--- src/logic/gpio_ports_defines.svh ---
// Register indices, field positions and reset values for the port block.
// Assumes the includer maps byte address = index * 4 on a 32-bit bus.
`ifndef GPIO_PORTS_DEFINES_SVH
`define GPIO_PORTS_DEFINES_SVH

// Register indices; the byte address is four times the index.
`define IDX_ANALOG_DATA   3'h1
`define IDX_SIX_DATA      3'h2
`define IDX_TIMER_DATA    3'h3
`define IDX_ANALOG_DIR    3'h5
`define IDX_SIX_DIR       3'h6
`define IDX_TIMER_DIR     3'h7

// Field positions.
`define CLK_OUT_EN_BIT    7
`define CLK_OUT_PIN       2
`define FIRST_TMR_PIN     6
`define SECOND_TMR_PIN    4

// Implemented pins per port and reset value of every direction bit.
`define ANALOG_PIN_MASK   8'hFF
`define SIX_PIN_MASK      8'h3F
`define TIMER_PIN_MASK    8'hFF
`define DIR_RESET         8'h00

`endif

--- src/logic/gpio_ports_pkg.sv ---
// Types shared by the port block and its per-port slice.
// Assumes the defines header supplies all numeric constants.
package gpio_ports_pkg;

    // Pad drive of one port: output level and output enable per pin.
    typedef struct packed {
        logic [7:0] out;
        logic [7:0] oe;
    } pad_drive_t;

    // Register selected by a bus address.
    typedef enum logic [2:0] {
        SEL_NONE,
        SEL_ANALOG_DATA,
        SEL_SIX_DATA,
        SEL_TIMER_DATA,
        SEL_ANALOG_DIR,
        SEL_SIX_DIR,
        SEL_TIMER_DIR
    } reg_sel_t;

endpackage : gpio_ports_pkg

--- src/logic/gpio_port_slice.sv ---
// One byte-wide port: pad drive and the value a data read returns.
// Assumes pins are synchronous to the bus clock and alt_sel comes from a
// peripheral that has claimed the pin.
`timescale 1ns/100ps

module gpio_port_slice
    import gpio_ports_pkg::*;
#(
    parameter logic [7:0] PIN_MASK = 8'hFF
) (
    input  wire logic [7:0] latch,
    input  wire logic [7:0] dir,
    input  wire logic [7:0] alt_sel,
    input  wire logic [7:0] pin_in,
    output pad_drive_t      drive,
    output logic      [7:0] rd_val
);

    ////////////////////////////////////////////////////////////////////////
    // Each pin is handled the same way, so the logic is one generate loop.
    genvar i;
    generate
        for (i = 0; i < 8; i++) begin : g_pin
            if (PIN_MASK[i]) begin : g_used
                // A claimed pin keeps its buffer off whatever dir says.
                assign drive.oe[i]  = dir[i] & ~alt_sel[i];
                assign drive.out[i] = latch[i];
                // Claimed pins read latch or zero, free pins latch or pin.
                assign rd_val[i] = alt_sel[i] ? (dir[i] & latch[i]) :
                                   (dir[i] ? latch[i] : pin_in[i]);
            end else begin : g_absent
                // Missing pins read as zero and are never driven.
                assign drive.oe[i]  = 1'b0;
                assign drive.out[i] = 1'b0;
                assign rd_val[i]    = 1'b0;
            end
        end
    endgenerate

endmodule : gpio_port_slice

--- src/logic/gpio_ports_b_c_d.sv ---
// Three parallel ports with data latches and direction registers on APB.
// Assumes pins, converter selects and timer selects are synchronous to mclk;
// the analog path itself lives outside this block.
//
// How it works
// - Analog port latch readable, writable, reset-immune.
// - Analog-selected bit reads zero if input.
// - Analog use ignores direction; direction picks read.
// - Direction one drives pin, zero floats it.
// - Reset clears analog port direction bits.
// - Analog port read: latch if output, else pin.
// - Data writes always hit the latch.
// - Six-pin port latches, reset leaves them alone.
// - Clock enable drives system clock on pin two.
// - Clock enable bit read/write, cleared by reset.
// - Reset clears six-pin directions and clock enable.
// - Six-pin read: latch if output, else pin.
// - Timer port has latch and direction per pin.
// - Seven timer-port pins become converter channels.
// - Timer use ignores direction; direction picks read.
// - Pins six and four feed timer clocks.
// - Timer port read: latch if output, else pin.
// - Reset clears timer port direction bits.
//
// Added by the designer: register access over APB.
`timescale 1ns/100ps
`include "gpio_ports_defines.svh"

module gpio_ports_b_c_d
    import gpio_ports_pkg::*;
(
    input  wire logic        mclk,
    input  wire logic        nrst,
    input  wire logic        ce,
    input  wire logic        psel,
    input  wire logic        penable,
    input  wire logic        pwrite,
    input  wire logic [11:0] paddr,
    input  wire logic [31:0] pwdata,
    output logic      [31:0] prdata,
    output logic             pready,
    output logic             pslverr,
    input  wire logic [7:0]  analog_pin_in,
    output logic      [7:0]  analog_pin_out,
    output logic      [7:0]  analog_pin_oe,
    input  wire logic [5:0]  six_pin_in,
    output logic      [5:0]  six_pin_out,
    output logic      [5:0]  six_pin_oe,
    input  wire logic [7:0]  timer_pin_in,
    output logic      [7:0]  timer_pin_out,
    output logic      [7:0]  timer_pin_oe,
    input  wire logic [7:0]  analog_sel_b,
    input  wire logic [6:0]  analog_sel_d,
    input  wire logic        first_tmr_clk_sel,
    input  wire logic        second_tmr_clk_sel,
    output logic             first_timer_ext_clock,
    output logic             second_timer_ext_clock
);

    ////////////////////////////////////////////////////////////////////////
    // Reset release through two flip-flops; the direction and bus registers also use the copy.
    logic rst_n_meta_ff;
    logic rst_n_ff;

    always_ff @(posedge mclk or negedge nrst) begin
        if (!nrst) begin
            rst_n_meta_ff <= 1'b0;
            rst_n_ff      <= 1'b0;
        end else begin
            rst_n_meta_ff <= 1'b1;
            rst_n_ff      <= rst_n_meta_ff;
        end
    end

    ////////////////////////////////////////////////////////////////////////
    // Address decode, shared by the read and the write path.
    function automatic reg_sel_t decode_sel(input logic [11:0] addr);
        reg_sel_t sel;
        sel = SEL_NONE;
        if (addr[1:0] == 2'h0 && addr[11:5] == 7'h00) begin
            unique case (addr[4:2])
                `IDX_ANALOG_DATA: sel = SEL_ANALOG_DATA;
                `IDX_SIX_DATA:    sel = SEL_SIX_DATA;
                `IDX_TIMER_DATA:  sel = SEL_TIMER_DATA;
                `IDX_ANALOG_DIR:  sel = SEL_ANALOG_DIR;
                `IDX_SIX_DIR:     sel = SEL_SIX_DIR;
                `IDX_TIMER_DIR:   sel = SEL_TIMER_DIR;
                default:          sel = SEL_NONE;
            endcase
        end
        return sel;
    endfunction : decode_sel

    reg_sel_t bus_sel;
    logic     acc_start;
    logic     acc_done;
    logic     wr_done;
    logic     pready_ff;

    assign bus_sel = decode_sel(paddr);
    // The first access cycle prepares the answer; the second completes it.
    assign acc_start = psel & penable & ~pready_ff & ce;
    assign acc_done  = psel & penable & pready_ff & ce;
    assign wr_done   = acc_done & pwrite;
    // Gating with ce keeps a frozen block from completing a transfer.
    assign pready    = pready_ff & ce;

    ////////////////////////////////////////////////////////////////////////
    // Port registers.  Data latches have no reset, as the ports require.
    logic [7:0] analog_latch_ff;
    logic [5:0] six_latch_ff;
    logic [7:0] timer_latch_ff;
    logic [7:0] analog_dir_ff;
    logic [5:0] six_dir_ff;
    logic       clk_out_en_ff;
    logic [7:0] timer_dir_ff;

    // Latches take every write, whatever the direction bits say.
    always_ff @(posedge mclk) begin
        if (wr_done) begin
            if (bus_sel == SEL_ANALOG_DATA) begin
                analog_latch_ff <= pwdata[7:0];
            end
            if (bus_sel == SEL_SIX_DATA) begin
                six_latch_ff <= pwdata[5:0];
            end
            if (bus_sel == SEL_TIMER_DATA) begin
                timer_latch_ff <= pwdata[7:0];
            end
        end
    end

    // Direction bits and the clock-output enable start cleared.
    always_ff @(posedge mclk or negedge nrst) begin
        if (!nrst) begin
            analog_dir_ff <= `DIR_RESET;
            six_dir_ff    <= 6'h00;
            clk_out_en_ff <= 1'b0;
            timer_dir_ff  <= `DIR_RESET;
        end else if (!rst_n_ff) begin
            analog_dir_ff <= `DIR_RESET;
            six_dir_ff    <= 6'h00;
            clk_out_en_ff <= 1'b0;
            timer_dir_ff  <= `DIR_RESET;
        end else if (wr_done) begin
            if (bus_sel == SEL_ANALOG_DIR) begin
                analog_dir_ff <= pwdata[7:0];
            end
            if (bus_sel == SEL_SIX_DIR) begin
                six_dir_ff    <= pwdata[5:0];
                clk_out_en_ff <= pwdata[`CLK_OUT_EN_BIT];
            end
            if (bus_sel == SEL_TIMER_DIR) begin
                timer_dir_ff <= pwdata[7:0];
            end
        end
    end

    ////////////////////////////////////////////////////////////////////////
    // Alternate-function claims from the converter, the timers and the clock-output enable.
    logic [7:0] timer_alt;
    logic [7:0] six_alt;

    always_comb begin
        timer_alt = {1'b0, analog_sel_d};
        timer_alt[`FIRST_TMR_PIN]  = timer_alt[`FIRST_TMR_PIN] | first_tmr_clk_sel;
        timer_alt[`SECOND_TMR_PIN] = timer_alt[`SECOND_TMR_PIN] | second_tmr_clk_sel;
        six_alt = 8'h00;
        six_alt[`CLK_OUT_PIN] = clk_out_en_ff;
    end

    ////////////////////////////////////////////////////////////////////////
    // The three ports share one slice design.
    pad_drive_t analog_drive;
    pad_drive_t six_drive;
    pad_drive_t timer_drive;
    logic [7:0] analog_rd;
    logic [7:0] six_rd;
    logic [7:0] timer_rd;

    gpio_port_slice #(
        .PIN_MASK (`ANALOG_PIN_MASK)
    ) u_analog_port (
        .latch   (analog_latch_ff),
        .dir     (analog_dir_ff),
        .alt_sel (analog_sel_b),
        .pin_in  (analog_pin_in),
        .drive   (analog_drive),
        .rd_val  (analog_rd)
    );

    gpio_port_slice #(
        .PIN_MASK (`SIX_PIN_MASK)
    ) u_six_port (
        .latch   ({2'b00, six_latch_ff}),
        .dir     ({2'b00, six_dir_ff}),
        .alt_sel (six_alt),
        .pin_in  ({2'b00, six_pin_in}),
        .drive   (six_drive),
        .rd_val  (six_rd)
    );

    gpio_port_slice #(
        .PIN_MASK (`TIMER_PIN_MASK)
    ) u_timer_port (
        .latch   (timer_latch_ff),
        .dir     (timer_dir_ff),
        .alt_sel (timer_alt),
        .pin_in  (timer_pin_in),
        .drive   (timer_drive),
        .rd_val  (timer_rd)
    );

    ////////////////////////////////////////////////////////////////////////
    // Pad outputs.  The clock pin carries mclk itself; a gated clock on a
    // pad is acceptable here because nothing inside the block uses it.
    always_comb begin
        analog_pin_out = analog_drive.out;
        analog_pin_oe  = analog_drive.oe;
        six_pin_out    = six_drive.out[5:0];
        six_pin_oe     = six_drive.oe[5:0];
        if (clk_out_en_ff) begin
            six_pin_out[`CLK_OUT_PIN] = mclk;
            six_pin_oe[`CLK_OUT_PIN]  = 1'b1;
        end
        timer_pin_out = timer_drive.out;
        timer_pin_oe  = timer_drive.oe;
    end

    // Timer clock inputs are sampled, so the timers see clean levels.
    always_ff @(posedge mclk or negedge nrst) begin
        if (!nrst) begin
            first_timer_ext_clock  <= 1'b0;
            second_timer_ext_clock <= 1'b0;
        end else if (ce) begin
            first_timer_ext_clock  <= first_tmr_clk_sel & timer_pin_in[`FIRST_TMR_PIN];
            second_timer_ext_clock <= second_tmr_clk_sel & timer_pin_in[`SECOND_TMR_PIN];
        end
    end

    ////////////////////////////////////////////////////////////////////////
    // Read data and the answer are captured in the first access cycle.
    logic [7:0] nxt_rdata;
    logic       nxt_err;

    always_comb begin
        nxt_rdata = 8'h00;
        nxt_err   = 1'b0;
        unique case (bus_sel)
            SEL_ANALOG_DATA: nxt_rdata = analog_rd;
            SEL_SIX_DATA:    nxt_rdata = six_rd;
            SEL_TIMER_DATA:  nxt_rdata = timer_rd;
            SEL_ANALOG_DIR:  nxt_rdata = analog_dir_ff;
            SEL_SIX_DIR:     nxt_rdata = {clk_out_en_ff, 1'b0, six_dir_ff};
            SEL_TIMER_DIR:   nxt_rdata = timer_dir_ff;
            SEL_NONE:        nxt_err   = 1'b1;
        endcase
    end

    always_ff @(posedge mclk or negedge nrst) begin
        if (!nrst) begin
            pready_ff <= 1'b0;
            prdata    <= 32'h0000_0000;
            pslverr   <= 1'b0;
        end else if (!rst_n_ff) begin
            pready_ff <= 1'b0;
            prdata    <= 32'h0000_0000;
            pslverr   <= 1'b0;
        end else if (acc_start) begin
            pready_ff <= 1'b1;
            prdata    <= pwrite ? 32'h0000_0000 : {24'h00_0000, nxt_rdata};
            pslverr   <= nxt_err;
        end else if (acc_done) begin
            pready_ff <= 1'b0;
        end
    end

    ////////////////////////////////////////////////////////////////////////
    // Checks kept beside the logic they guard.

    chk_analog_dir_reset: assert property (
        @(posedge mclk) $rose(rst_n_ff) |-> (analog_dir_ff == 8'h00 && analog_pin_oe == 8'h00))
        else $error("analog port not all inputs after reset");

    chk_six_dir_reset: assert property (
        @(posedge mclk) $rose(rst_n_ff) |-> (six_pin_oe == 6'h00 && !clk_out_en_ff))
        else $error("six-pin port not all inputs after reset");

    chk_timer_dir_reset: assert property (
        @(posedge mclk) $rose(rst_n_ff) |-> timer_pin_oe == 8'h00)
        else $error("timer port not all inputs after reset");

    chk_analog_latch_write: assert property (
        @(posedge mclk) disable iff (!rst_n_ff)
        (wr_done && bus_sel == SEL_ANALOG_DATA) |=> analog_latch_ff == $past(pwdata[7:0]))
        else $error("analog latch missed a write");

    chk_analog_drive_dir: assert property (
        @(posedge mclk) disable iff (!rst_n_ff)
        analog_pin_oe == (analog_dir_ff & ~analog_sel_b))
        else $error("analog pad enable does not follow direction");

    chk_analog_read_zero: assert property (
        @(posedge mclk) disable iff (!rst_n_ff)
        (acc_start && !pwrite && bus_sel == SEL_ANALOG_DATA && analog_sel_b == 8'hFF
         && analog_dir_ff == 8'h00) |=> (pready_ff && prdata[7:0] == 8'h00))
        else $error("analog channel input bit did not read zero");

    chk_analog_read_pin: assert property (
        @(posedge mclk) disable iff (!rst_n_ff)
        (acc_start && !pwrite && bus_sel == SEL_ANALOG_DATA && analog_sel_b == 8'h00)
        |=> prdata[7:0] == (($past(analog_dir_ff) & $past(analog_latch_ff))
                           | (~$past(analog_dir_ff) & $past(analog_pin_in))))
        else $error("analog port read mixes latch and pin wrongly");

    chk_six_read_mix: assert property (
        @(posedge mclk) disable iff (!rst_n_ff)
        (acc_start && !pwrite && bus_sel == SEL_SIX_DATA && !clk_out_en_ff)
        |=> prdata[7:0] == {2'b00, ($past(six_dir_ff) & $past(six_latch_ff))
                                   | (~$past(six_dir_ff) & $past(six_pin_in))})
        else $error("six-pin port read mixes latch and pin wrongly");

    chk_clk_out_pin: assert property (
        @(posedge mclk) disable iff (!rst_n_ff)
        clk_out_en_ff |-> six_pin_oe[`CLK_OUT_PIN])
        else $error("clock pin not driven while enabled");

    chk_clk_en_write: assert property (
        @(posedge mclk) disable iff (!rst_n_ff)
        (wr_done && bus_sel == SEL_SIX_DIR) |=> clk_out_en_ff == $past(pwdata[7]))
        else $error("clock enable did not take the write");

    chk_timer_claim: assert property (
        @(posedge mclk) disable iff (!rst_n_ff)
        (first_tmr_clk_sel || analog_sel_d[6]) |-> !timer_pin_oe[`FIRST_TMR_PIN])
        else $error("claimed timer-port pin is driven");

    chk_timer_clock: assert property (
        @(posedge mclk) disable iff (!rst_n_ff)
        (ce && second_tmr_clk_sel) |=> second_timer_ext_clock == $past(timer_pin_in[4]))
        else $error("second timer clock does not follow its pin");

    chk_timer_read_zero: assert property (
        @(posedge mclk) disable iff (!rst_n_ff)
        (acc_start && !pwrite && bus_sel == SEL_TIMER_DATA && analog_sel_d == 7'h7F
         && timer_dir_ff == 8'h00) |=> prdata[6:0] == 7'h00)
        else $error("timer-port channel input bit did not read zero");

    chk_bus_answer: assert property (
        @(posedge mclk) disable iff (!rst_n_ff)
        acc_start |=> pready_ff ##1 !pready_ff || !ce)
        else $error("bus answer not given one cycle after access");

endmodule : gpio_ports_b_c_d

--- config.mk ---
export PLATFORM = sky130hd
export DESIGN_NAME = gpio_ports_b_c_d
export DESIGN_NICKNAME = d
export VERILOG_FILES = /design/src/logic/gpio_ports_pkg.sv /design/src/logic/gpio_port_slice.sv /design/src/logic/gpio_ports_b_c_d.sv
export VERILOG_INCLUDE_DIRS = /design/src /design/src/logic
export SDC_FILE = /design/constraint.sdc
export NUM_CORES = 1
export LEC_CHECK = 0
export BUFFER_PORTS_ARGS = -buffer_cell sky130_fd_sc_hd__buf_2
export CAP_MARGIN = 20
export CORE_MARGIN = 3
export CORE_UTILIZATION = 45
export CTS_BUF_LIST = sky130_fd_sc_hd__clkbuf_16
export CTS_CLUSTER_SIZE = 40
export DETAILED_ROUTE_END_ITERATION = 16
export PLACE_DENSITY = 0.87
export SLEW_MARGIN = 20
export SYNTH_ARGS = -nofsm -noshare
export SYNTH_HDL_FRONTEND = slang
export SYNTH_HIERARCHICAL = 1
export SYNTH_SLANG_ARGS = --single-unit
--- constraint.sdc ---
create_clock -name mclk -period 2.25 [get_ports mclk]
set_input_delay 0.3375 -clock mclk [delete_from_list [all_inputs] [get_ports mclk]]
set_output_delay 0.3375 -clock mclk [all_outputs]
set_load 0.1 [all_outputs]
==> impl_summary.log, run 1 <==
[metrics] die height: 94.66 um
[metrics] Area growth, synth to finish: 27.27%
[metrics] VDD IR-drop max: roughly 0.00041 V
[metrics] post-route non-filler standard cell count: slightly below 600
[metrics] number of placement rows: 31
[metrics] power density over the cells: between 700 and 800 nW/um^2
[metrics] Post-CTS Setup Bufs: 0
[metrics] DRC marker count from the first detailed-route iteration: roughly 160
[metrics] chip width: 94.66 um
[metrics] actual slew at the worst max-slew pin: roughly 0.9 ns
[metrics] Residual DRC: 0
[metrics] element type at the critical path end: primary output
[metrics] register-to-register setup slack: 0.50 ns
[metrics] post-DP HPWL: 6701 um
[metrics] post-DR wirelength/cell: roughly 16 um
[metrics] clock edge transition at the registers on the reported setup and hold paths: 0.05 ns
[metrics] area of the multi-input gates: about 1700 sq um
[metrics] share of cells above drive strength 1: between 30% and 40%
[metrics] outcome: finished, final reports clean
[metrics] maximum fanout count along the critical path: 2
[metrics] Reg2Reg Depth: 3
[metrics] number of antenna violations at the first check in global routing: 0
[metrics] data arrival time at the worst-slack endpoint: about 1.9 ns
[metrics] total number of vias: between 2,000 and 3,000
[metrics] global routing usage summed across all routing layers: about a fifth
[metrics] Warnings, synthesis: 6
[metrics] final clock skew: between 0.006 and 0.007 ns
[metrics] Crit Path Class: clk -> out
[metrics] area enclosed by the die boundary: 8961 sq um
[metrics] Worst slew margin: roughly two fifths
[metrics] antenna viol nets, final: 0
[metrics] number of global-route vias before repair: 2,913
[metrics] placer's final routability congestion estimate: between 0.8 and 0.9
[metrics] I/O pin cnt: ~170
[metrics] number of optimization iterations in the first detailed-route pass: 4
[metrics] Net count, final: 562
[metrics] latest clock arrival within the worst-skew pair: 0.43 ns
[metrics] required time reported for the critical path endpoint: around 1.9 ns
[metrics] crit-path max cell delay: 0.26 ns
[metrics] final number of max-transition violations: 0
[metrics] cell with the largest stage delay on the worst path: mux2_2
[metrics] RSZ-0062 raised after global routing: false
[metrics] type of element launching the critical path: clock port
[metrics] Final Hold Violating Endpoints: 0
[metrics] register cell area after layout: about 1600 sq um
[metrics] ANT cells: 0
[metrics] critical path's most frequent cell: clkbuf_16
[metrics] clock tree from TritonCTS: yes
[metrics] TNS Setup: 0 ns
[metrics] max-cap viol count: 0
[metrics] post-synthesis instance area: about 3500 sq um
[metrics] global-route wire length before repair: around 14,000 um
[metrics] endpoint of the most critical register-to-register path: prdata[4]$_DFFE_PN0P_
[metrics] number of inserted filler cells in the final layout: between 600 and 700
[metrics] Avg Inst Size Synth: around 10 sq um
[metrics] Initial Util: between 40% and 50%
[metrics] LEAKAGE: about 2.2 nW
[metrics] maximum number of pins on one net before global-route repair: 38
[metrics] standard cell core area: roughly 7400 sq um
[metrics] placed cell count: roughly 560
[metrics] number of vias per cell: 5.029
[metrics] Setup violations, final: 0
[metrics] number of port buffers: 120
[metrics] HP Class: in -> async
[metrics] CP cell instances: clkbuf_16 > clkbuf_16 > mux2_2 > buf_4
[metrics] reg-to-reg critical path startpoint: pready_ff$_DFFE_PN0P_
[metrics] Cells after Synth: 351
[metrics] drt total wl: between 9000 and 10,000 um
[metrics] total grt overflow: 0
[where the power goes]
group	internal, mW	leakage [nW]	switching [mW]
Sequential	1.12	0.707	0.00336
Combinational	0.0940	1.28	0.324
Clock	1.30	0.209	0.500
Total	2.52	2.19	0.828
[worst max-delay path by stage]
stage / startpoint / slack (ns) / end / cells past startpoint
after floorplan: paddr[5] / 0.07 / six_latch_ff[0]$_DFFE_PP_ / 4
after global placement: paddr[5] / 0.08 / six_latch_ff[1]$_DFFE_PP_ / 6
after detailed placement: paddr[5] / 0.05 / six_latch_ff[1]$_DFFE_PP_ / 6
after CTS: mclk / 0.04 / six_pin_out[2] / 4
after global routing: mclk / 0.03 / six_pin_out[2] / 4
final: mclk / 0.04 / six_pin_out[2] / 4
[per-layer routing]
metal	share of wire, %	vias to the layer above	global-route usage [%]	wire length (um)
met2	52	116	35.58	4676
met5	0	-	0	0
met4	1.5	0	7.813	140
li1	-	1387	-	-
met3	6.6	18	6.135	602
met1	40	1381	26.03	3642
[cell usage in the layout (no fill, tap or decap), types with 2 or more instances in the layout]
cell type,instances
conb_1,39
a22o_1,19
nor2b_2,2
clkbuf_16,12
bufinv_16,3
nand3_1,6
nor2b_1,20
and4b_1,2
nand2_1,44
dfrtp_1,37
edfxtp_1,22
buf_4,16
or2_2,3
o21ai_2,11
nor2_1,35
buf_2,119
o21ai_0,3
nand2b_1,6
mux2_2,5
o22ai_1,6
and2_1,2
inv_1,2
mux2i_1,42
[critical path: cells and delay by family]
kind	cells	cell delay (ns)
buffers and inverters	3	0.48
muxes	1	0.26
[layout make-up]
type	instances	share of cell area [%]
Clock inverter	7	2.557
Sequential cell	59	35.24
Clock buffer	13	6.837
Timing Repair Buffer	134	15.73
Tap cell	99	2.752
Multi-Input combinational cell	263	36.71
Inverter	2	0.1668
[sequential cells by signal, indices dropped and copies added (netlist names), 6 cells and up]
register         cells
analog_dir_ff        8
analog_latch_ff      8
prdata               8
six_dir_ff           6
six_latch_ff         6
timer_dir_ff         8
timer_latch_ff       8
[what timing repair did]
item | in CTS | in global routing
endpoints found under the setup margin | 1 | 0
hold buffers | 0 | 0
gates resized for setup | 1 | 0
[per-stage QoR]
stage	setup WS, ns	power (mW)	utilization [%]	cell area (sq um)	hold WS, ns
final	0.04218	3.350	60.45	4502	0.02979
after global routing	0.03455	3.456	60.45	4502	0.08876
after CTS	0.03806	3.378	60.45	4502	0.04624
after detailed placement	0.04900	1.562	54.84	4084	0.3387
after global placement	0.08024	1.555	54.84	4084	0.3322
after floorplan	0.07139	1.488	-	3677	0.04191
Power figures use the tool's default switching activity.
==> run 2: changes to the inputs <==
--- a/config.mk
+++ b/config.mk
@@ -10,8 +10,7 @@
 export CAP_MARGIN = 20
 export CORE_MARGIN = 3
 export CORE_UTILIZATION = 45
-export CTS_BUF_LIST = sky130_fd_sc_hd__clkbuf_16
-export CTS_CLUSTER_SIZE = 40
+export CTS_BUF_LIST = sky130_fd_sc_hd__clkbuf_2 sky130_fd_sc_hd__clkbuf_4 sky130_fd_sc_hd__clkbuf_8
 export DETAILED_ROUTE_END_ITERATION = 16
 export PLACE_DENSITY = 0.87
 export SLEW_MARGIN = 20
==> run 2 against run 1 <==
Net effect: die area did not move; register-to-register slack hardly changed; clock power fell by 26%; sequential share of layout area increased by 1.0 points; hold slack lost 0.014 ns; final cell count stayed put; power fell by 14%; sequential power about the same; flip-flop and latch count did not move.
==> impl_summary.log, run 2 (synthesized netlist as in run 1, its figures left out) <==
[metrics] RSZ-0062 raised after global routing: false
[metrics] Area growth, synth to finish: 23.66%
[metrics] actual slew at the worst max-slew pin: 0.8697 ns (-0.01014 ns)
[metrics] global routing met3 resource utilization: 6.215% (+0.080 points)
[metrics] fraction of met1 tracks used by global routing: 26.34% (+0.31 points)
[metrics] global-route wire length before repair: 14,150 um (-1.2%)
[metrics] Gates resized, CTS repair: 0 (-1)
[metrics] number of antenna violations at the first check in global routing: 0 (unchanged)
[metrics] share of the core filled with cells: 58.74% (-1.7 points)
[metrics] global routing usage summed across all routing layers: 21.13% (-0.14 points)
[metrics] final clock skew: 0.008383 ns (+0.001529 ns)
[metrics] chip width: 94.66 um (unchanged)
[metrics] die height: 94.66 um (unchanged)
[metrics] outcome: finished, final reports clean
[metrics] Post-Place Setup Slack: 0.04900 ns (unchanged)
[metrics] Worst slew margin: 42.02% (+0.68 points)
[metrics] HP Class: in -> async
[metrics] worst-case setup margin in the final layout: 0.01575 ns (-0.02643 ns)
[metrics] placer's final routability congestion estimate: 0.8514 (unchanged)
[metrics] final number of max-transition violations: 0 (unchanged)
[metrics] number of port buffers: 120 (unchanged)
[metrics] number of placement rows: 31 (unchanged)
[metrics] Final Hold Violating Endpoints: 0 (unchanged)
[metrics] post-DR wirelength/cell: 15.49 um (-1.4%)
[metrics] I/O pin cnt: 169 (unchanged)
[metrics] clock tree from TritonCTS: yes
[metrics] max-cap viol count: 0 (unchanged)
[metrics] drt total wl: 8938 um (-1.4%)
[metrics] Net count, final: 562 (unchanged)
[metrics] ANT cells: 0 (unchanged)
[metrics] finished layout cell area: 4374 sq um (-2.8%)
[metrics] total power after layout: 2.872 mW (-14%)
[metrics] busiest grt layer: met2
[metrics] maximum fanout count along the critical path: 2 (unchanged)
[metrics] total number of vias: 2,866 (-1.2%)
[metrics] most common cell after layout, fill and taps aside: buf_2
[metrics] data arrival time at the worst-slack endpoint: 1.90 ns (+0.03 ns)
[metrics] standard cell core area: 7447 sq um (unchanged)
[metrics] number of global-route vias before repair: 2,881 (-1.1%)
[metrics] most frequent cells in the layout: buf_2 (120), nand2_1 (44), mux2i_1 (42)
[metrics] element type at the critical path end: primary output
[metrics] maximum number of pins on one net before global-route repair: 38 (unchanged)
[metrics] LEAKAGE: 2.135 nW (-2.6%)
[metrics] share of cells above drive strength 1: 37.66% (+0.21 points)
[metrics] post-route non-filler standard cell count: 577 (unchanged)
[metrics] Placed Area: 4084 sq um (unchanged)
[metrics] clock edge transition at the registers on the reported setup and hold paths: 0.07 ns (+0.02 ns)
[metrics] post-DP HPWL: 6701 um (unchanged)
[metrics] area enclosed by the die boundary: 8961 sq um (unchanged)
[metrics] Crit Path Class: clk -> out
[metrics] Setup violations, final: 0 (unchanged)
[metrics] type of element launching the critical path: clock port
[metrics] hold buffer count at CTS: 0 (unchanged)
[metrics] TNS Setup: 0 ns (unchanged)
[metrics] VDD IR-drop max: 0.0003587 V (-13%)
[metrics] number of optimization iterations in the first detailed-route pass: 4 (unchanged)
[metrics] Initial Util: 47.50% (unchanged)
[metrics] required time reported for the critical path endpoint: 1.91 ns (about the same)
[metrics] final hold slack: 0.01547 ns (-0.01432 ns)
[metrics] antenna viol nets, final: 0 (unchanged)
[metrics] Post-CTS Setup Bufs: 0 (unchanged)
[metrics] total grt overflow: 0 (unchanged)
[metrics] DRC marker count from the first detailed-route iteration: 134 (-15%)
[metrics] power density over the cells: 656.6 nW/um^2 (-12%)
[metrics] latest clock arrival within the worst-skew pair: 0.44 ns (about the same)
[metrics] source of the critical timing path: mclk
[metrics] placed cell count: 558 (unchanged)
[metrics] met2 Use GR: 35.06% (-0.53 points)
[metrics] reg-to-reg critical path startpoint: pready_ff$_DFFE_PN0P_
[metrics] number of vias per cell: 4.967 (-1.2%)
[metrics] Residual DRC: 0 (unchanged)
[metrics] register-to-register setup slack: 0.49 ns (about the same)
## run 2: cell types whose count changed in the layout (fill, tap and decap cells not counted)
cell	before	now
clkbuf_16	12	0
buf_2	119	120
buf_4	16	15
clkbuf_8	0	13
clkinv_1	1	0
## run 2: final timing paths
kind | cells past startpoint | end
min in group mclk | 1 | timer_latch_ff[7]$_DFFE_PP_
hold reg to reg | 0 | rst_n_ff$_DFF_PN0_
setup / recovery | 4 | six_pin_out[2]
max in group asynchronous | 1 | pready_ff$_DFFE_PN0P_
hold / removal | 1 | timer_dir_ff[1]$_DFFE_PN0P_
setup reg to reg | 3 | prdata[4]$_DFFE_PN0P_
## run 2: worst max-delay path, cell delays in order
cell,delay [ns]
clkbuf_8,0.11
clkbuf_8,0.12
mux2_2,0.25
buf_2,0.29
## run 2: routing by layer
layer | up-vias | part of all wire, %
met5 | - | 0
met4 | 0 | 0.84
met3 | 10 | 6.7
met2 | 113 | 50
met1 | 1361 | 43
li1 | 1382 | -
## run 2: layout make-up
class	count	area, sq um
tap	99	123.9
inverter	2	7.507
clock inverter	6	111.4
sequential	59	1587
fill	665	3073
multi-input combinational	263	1653
timing repair buffer	134	708.2
clock buffer	14	183.9
## run 2: where the power goes
part / leakage [nW] / switching [mW] / total, mW / internal, mW
clock: 0.152 / 0.449 / 1.33 / 0.880
combinational: 1.28 / 0.323 / 0.417 / 0.0940
sequential: 0.707 / 0.00333 / 1.13 / 1.12
total: 2.13 / 0.776 / 2.87 / 2.10
==> run 3: changes to the inputs <==
--- a/config.mk
+++ b/config.mk
@@ -8,11 +8,13 @@
 export LEC_CHECK = 0
 export BUFFER_PORTS_ARGS = -buffer_cell sky130_fd_sc_hd__buf_2
 export CAP_MARGIN = 20
+export CELL_PAD_IN_SITES_DETAIL_PLACEMENT = 1
+export CELL_PAD_IN_SITES_GLOBAL_PLACEMENT = 1
 export CORE_MARGIN = 3
-export CORE_UTILIZATION = 45
+export CORE_UTILIZATION = 35
 export CTS_BUF_LIST = sky130_fd_sc_hd__clkbuf_2 sky130_fd_sc_hd__clkbuf_4 sky130_fd_sc_hd__clkbuf_8
 export DETAILED_ROUTE_END_ITERATION = 16
-export PLACE_DENSITY = 0.87
+export PLACE_DENSITY = 0.91
 export SLEW_MARGIN = 20
 export SYNTH_ARGS = -nofsm -noshare
 export SYNTH_HDL_FRONTEND = slang
==> constraint.sdc (replaced) <==
create_clock -name mclk -period 2.25 [get_ports mclk]
set_input_delay 0.3375 -clock mclk [delete_from_list [all_inputs] [get_ports mclk]]
set_output_delay 0.3375 -clock mclk [all_outputs]
set_load 0.05 [all_outputs]
==> run 3 against run 2 <==
Net effect: hold slack got worse by 0.0024 ns; flip-flop and latch count did not move; first-iteration DRC count is 38% lower; critical path depth unchanged; worst setup slack better by 0.094 ns; power down 6.0%; global-route usage down 2.8 points; sequential power is essentially flat; critical path type unchanged; critical endpoint unchanged; largest power group unchanged.
==> impl_summary.log, run 3 (synthesized netlist as in run 1, its figures left out) <==
[metrics] outcome: finished, final reports clean
[metrics] area enclosed by the die boundary: 11,350 sq um (+27%)
[metrics] I/O pin cnt: 169 (unchanged)
[metrics] post-DR wirelength/cell: 16.72 um (+7.9%)
[metrics] max-cap viol count: 0 (unchanged)
[metrics] number of antenna violations at the first check in global routing: 0 (unchanged)
[metrics] clock tree from TritonCTS: yes
[metrics] worst-case setup margin in the final layout: 0.1102 ns (+0.09448 ns)
[metrics] number of port buffers: 120 (unchanged)
[metrics] required time reported for the critical path endpoint: 1.91 ns (about the same)
[metrics] antenna viol nets, final: 0 (unchanged)
[metrics] share of cells above drive strength 1: 37.37% (-0.29 points)
[metrics] number of global-route vias before repair: 3,081 (+6.9%)
[metrics] element type at the critical path end: primary output
[metrics] total grt overflow: 0 (unchanged)
[metrics] latest clock arrival within the worst-skew pair: 0.44 ns (about the same)
[metrics] chip width: 106.5 um (+13%)
[metrics] critical path's most frequent cell: clkbuf_8
[metrics] LEAKAGE: 2.133 nW (about the same)
[metrics] power density over the cells: 613.5 nW/um^2 (-6.6%)
[metrics] die height: 106.5 um (+13%)
[metrics] VDD IR-drop max: 0.0002706 V (-25%)
[metrics] post-DP HPWL: 7881 um (+18%)
[metrics] global-route wire length before repair: 15,880 um (+12%)
[metrics] CP cell instances: clkbuf_8 > clkbuf_8 > mux2_2 > buf_2
[metrics] data arrival time at the worst-slack endpoint: 1.80 ns (-0.10 ns)
[metrics] standard cell core area: 9819 sq um (+32%)
[metrics] number of inserted filler cells in the final layout: 1,169 (+76%)
[metrics] Post-Place Setup Slack: -0.005066 ns (-0.05406 ns)
[metrics] total number of vias: 2,916 (+1.7%)
[metrics] TNS Setup: 0 ns (unchanged)
[metrics] Buf/Inv on CP: 3 (unchanged)
[metrics] HP Class: in -> async
[metrics] actual slew at the worst max-slew pin: 0.8626 ns (-0.007108 ns)
[metrics] most common cell after layout, fill and taps aside: buf_2
[metrics] most frequent cells in the layout: buf_2 (120), nand2_1 (44), mux2i_1 (42)
[metrics] ANT cells: 0 (unchanged)
[metrics] crit-path max cell delay: 0.24 ns (-0.05 ns)
[metrics] drt total wl: 10,230 um (+14%)
[metrics] cell with the largest stage delay on the worst path: mux2_2
[metrics] Gates resized, CTS repair: 0 (unchanged)
[metrics] DRC marker count from the first detailed-route iteration: 83 (-38%)
[metrics] hold buffer count at CTS: 0 (unchanged)
[metrics] clock edge transition at the registers on the reported setup and hold paths: 0.07 ns (about the same)
[metrics] type of element launching the critical path: clock port
[metrics] maximum fanout count along the critical path: 2 (unchanged)
[metrics] Area growth, synth to finish: 24.44%
[metrics] Initial Util: 36.02% (-11 points)
[metrics] Net count, final: 563 (+0.18%)
[metrics] finished layout cell area: 4402 sq um (+0.63%)
[metrics] Crit Path Class: clk -> out
[metrics] number of vias per cell: 4.765 (-4.1%)
[metrics] Residual DRC: 0 (unchanged)
[metrics] maximum number of pins on one net before global-route repair: 38 (unchanged)
[metrics] Worst path top cell family by delay: buffers and inverters
[metrics] number of placement rows: 36 (+16%)
[metrics] RSZ-0062 raised after global routing: false
[metrics] Worst slew margin: 42.49% (+0.47 points)
[metrics] Setup violations, final: 0 (unchanged)
[metrics] Final Hold Violating Endpoints: 0 (unchanged)
[metrics] final clock skew: 0.009823 ns (+0.001440 ns)
[metrics] placer's final routability congestion estimate: 0.7550 (-11%)
[metrics] Placed Area: 4129 sq um (+1.1%)
[metrics] number of optimization iterations in the first detailed-route pass: 4 (unchanged)
[metrics] final number of max-transition violations: 0 (unchanged)
[metrics] global routing usage summed across all routing layers: 18.29% (-2.8 points)
[metrics] Post-CTS Setup Bufs: 0 (unchanged)
-- run 3: path summary, 6_finish.rpt --
kind,startpoint,end,slack [ns],cells after the start
max reg2reg,pready_ff$_DFFE_PN0P_,analog_dir_ff[6]$_DFFE_PN0P_,0.38,5
max in group asynchronous,nrst,six_dir_ff[1]$_DFFE_PN0P_,1.69,1
max,mclk,six_pin_out[2],0.11,4
min,nrst,first_timer_ext_clock$_DFFE_PN0P_,0.01,1
min reg2reg,rst_n_meta_ff$_DFF_PN0_,rst_n_ff$_DFF_PN0_,0.35,0
min in group mclk,pwdata[7],analog_latch_ff[7]$_DFFE_PP_,0.11,1
-- run 3: through the flow --
step	cells	hold WS [ns]	total power [mW]	utilization [%]
4_1_cts	612	0.02142	2.728	44.83
3_5_place_dp	593	0.3396	1.468	42.05
6_report	612	0.01309	2.700	44.83
5_1_grt	612	0.05834	2.813	44.83
3_3_place_gp	593	0.3327	1.456	42.05
2_1_floorplan	387	0.04191	1.385	-
-- run 3: final cells by class --
type                       count  area [sq um]  share of cell area (%)
timing repair buffer         135         715.7                   16.26
tap                          133         166.4                   3.781
multi-input combinational    263          1648                   37.44
sequential                    59          1587                   36.04
inverter                       2         7.507                  0.1706
clock buffer                  16         205.2                   4.662
clock inverter                 4         72.57                   1.649
-- run 3: power breakdown --
group / internal (mW) / leakage (nW) / switching, mW
clock: 0.808 / 0.145 / 0.446
sequential: 1.12 / 0.707 / 0.00365
combinational: 0.0953 / 1.28 / 0.226
total: 2.02 / 2.13 / 0.675
-- run 3: per-layer routing --
layer  part of all wire [%]  global-route usage [%]  vias to the layer above
li1                       -                       -                     1384
met1                     42                   21.64                     1422
met2                     51                   32.99                      102
met3                    5.7                   4.979                        8
met4                    1.0                   4.201                        0
met5                      0                       0                        -
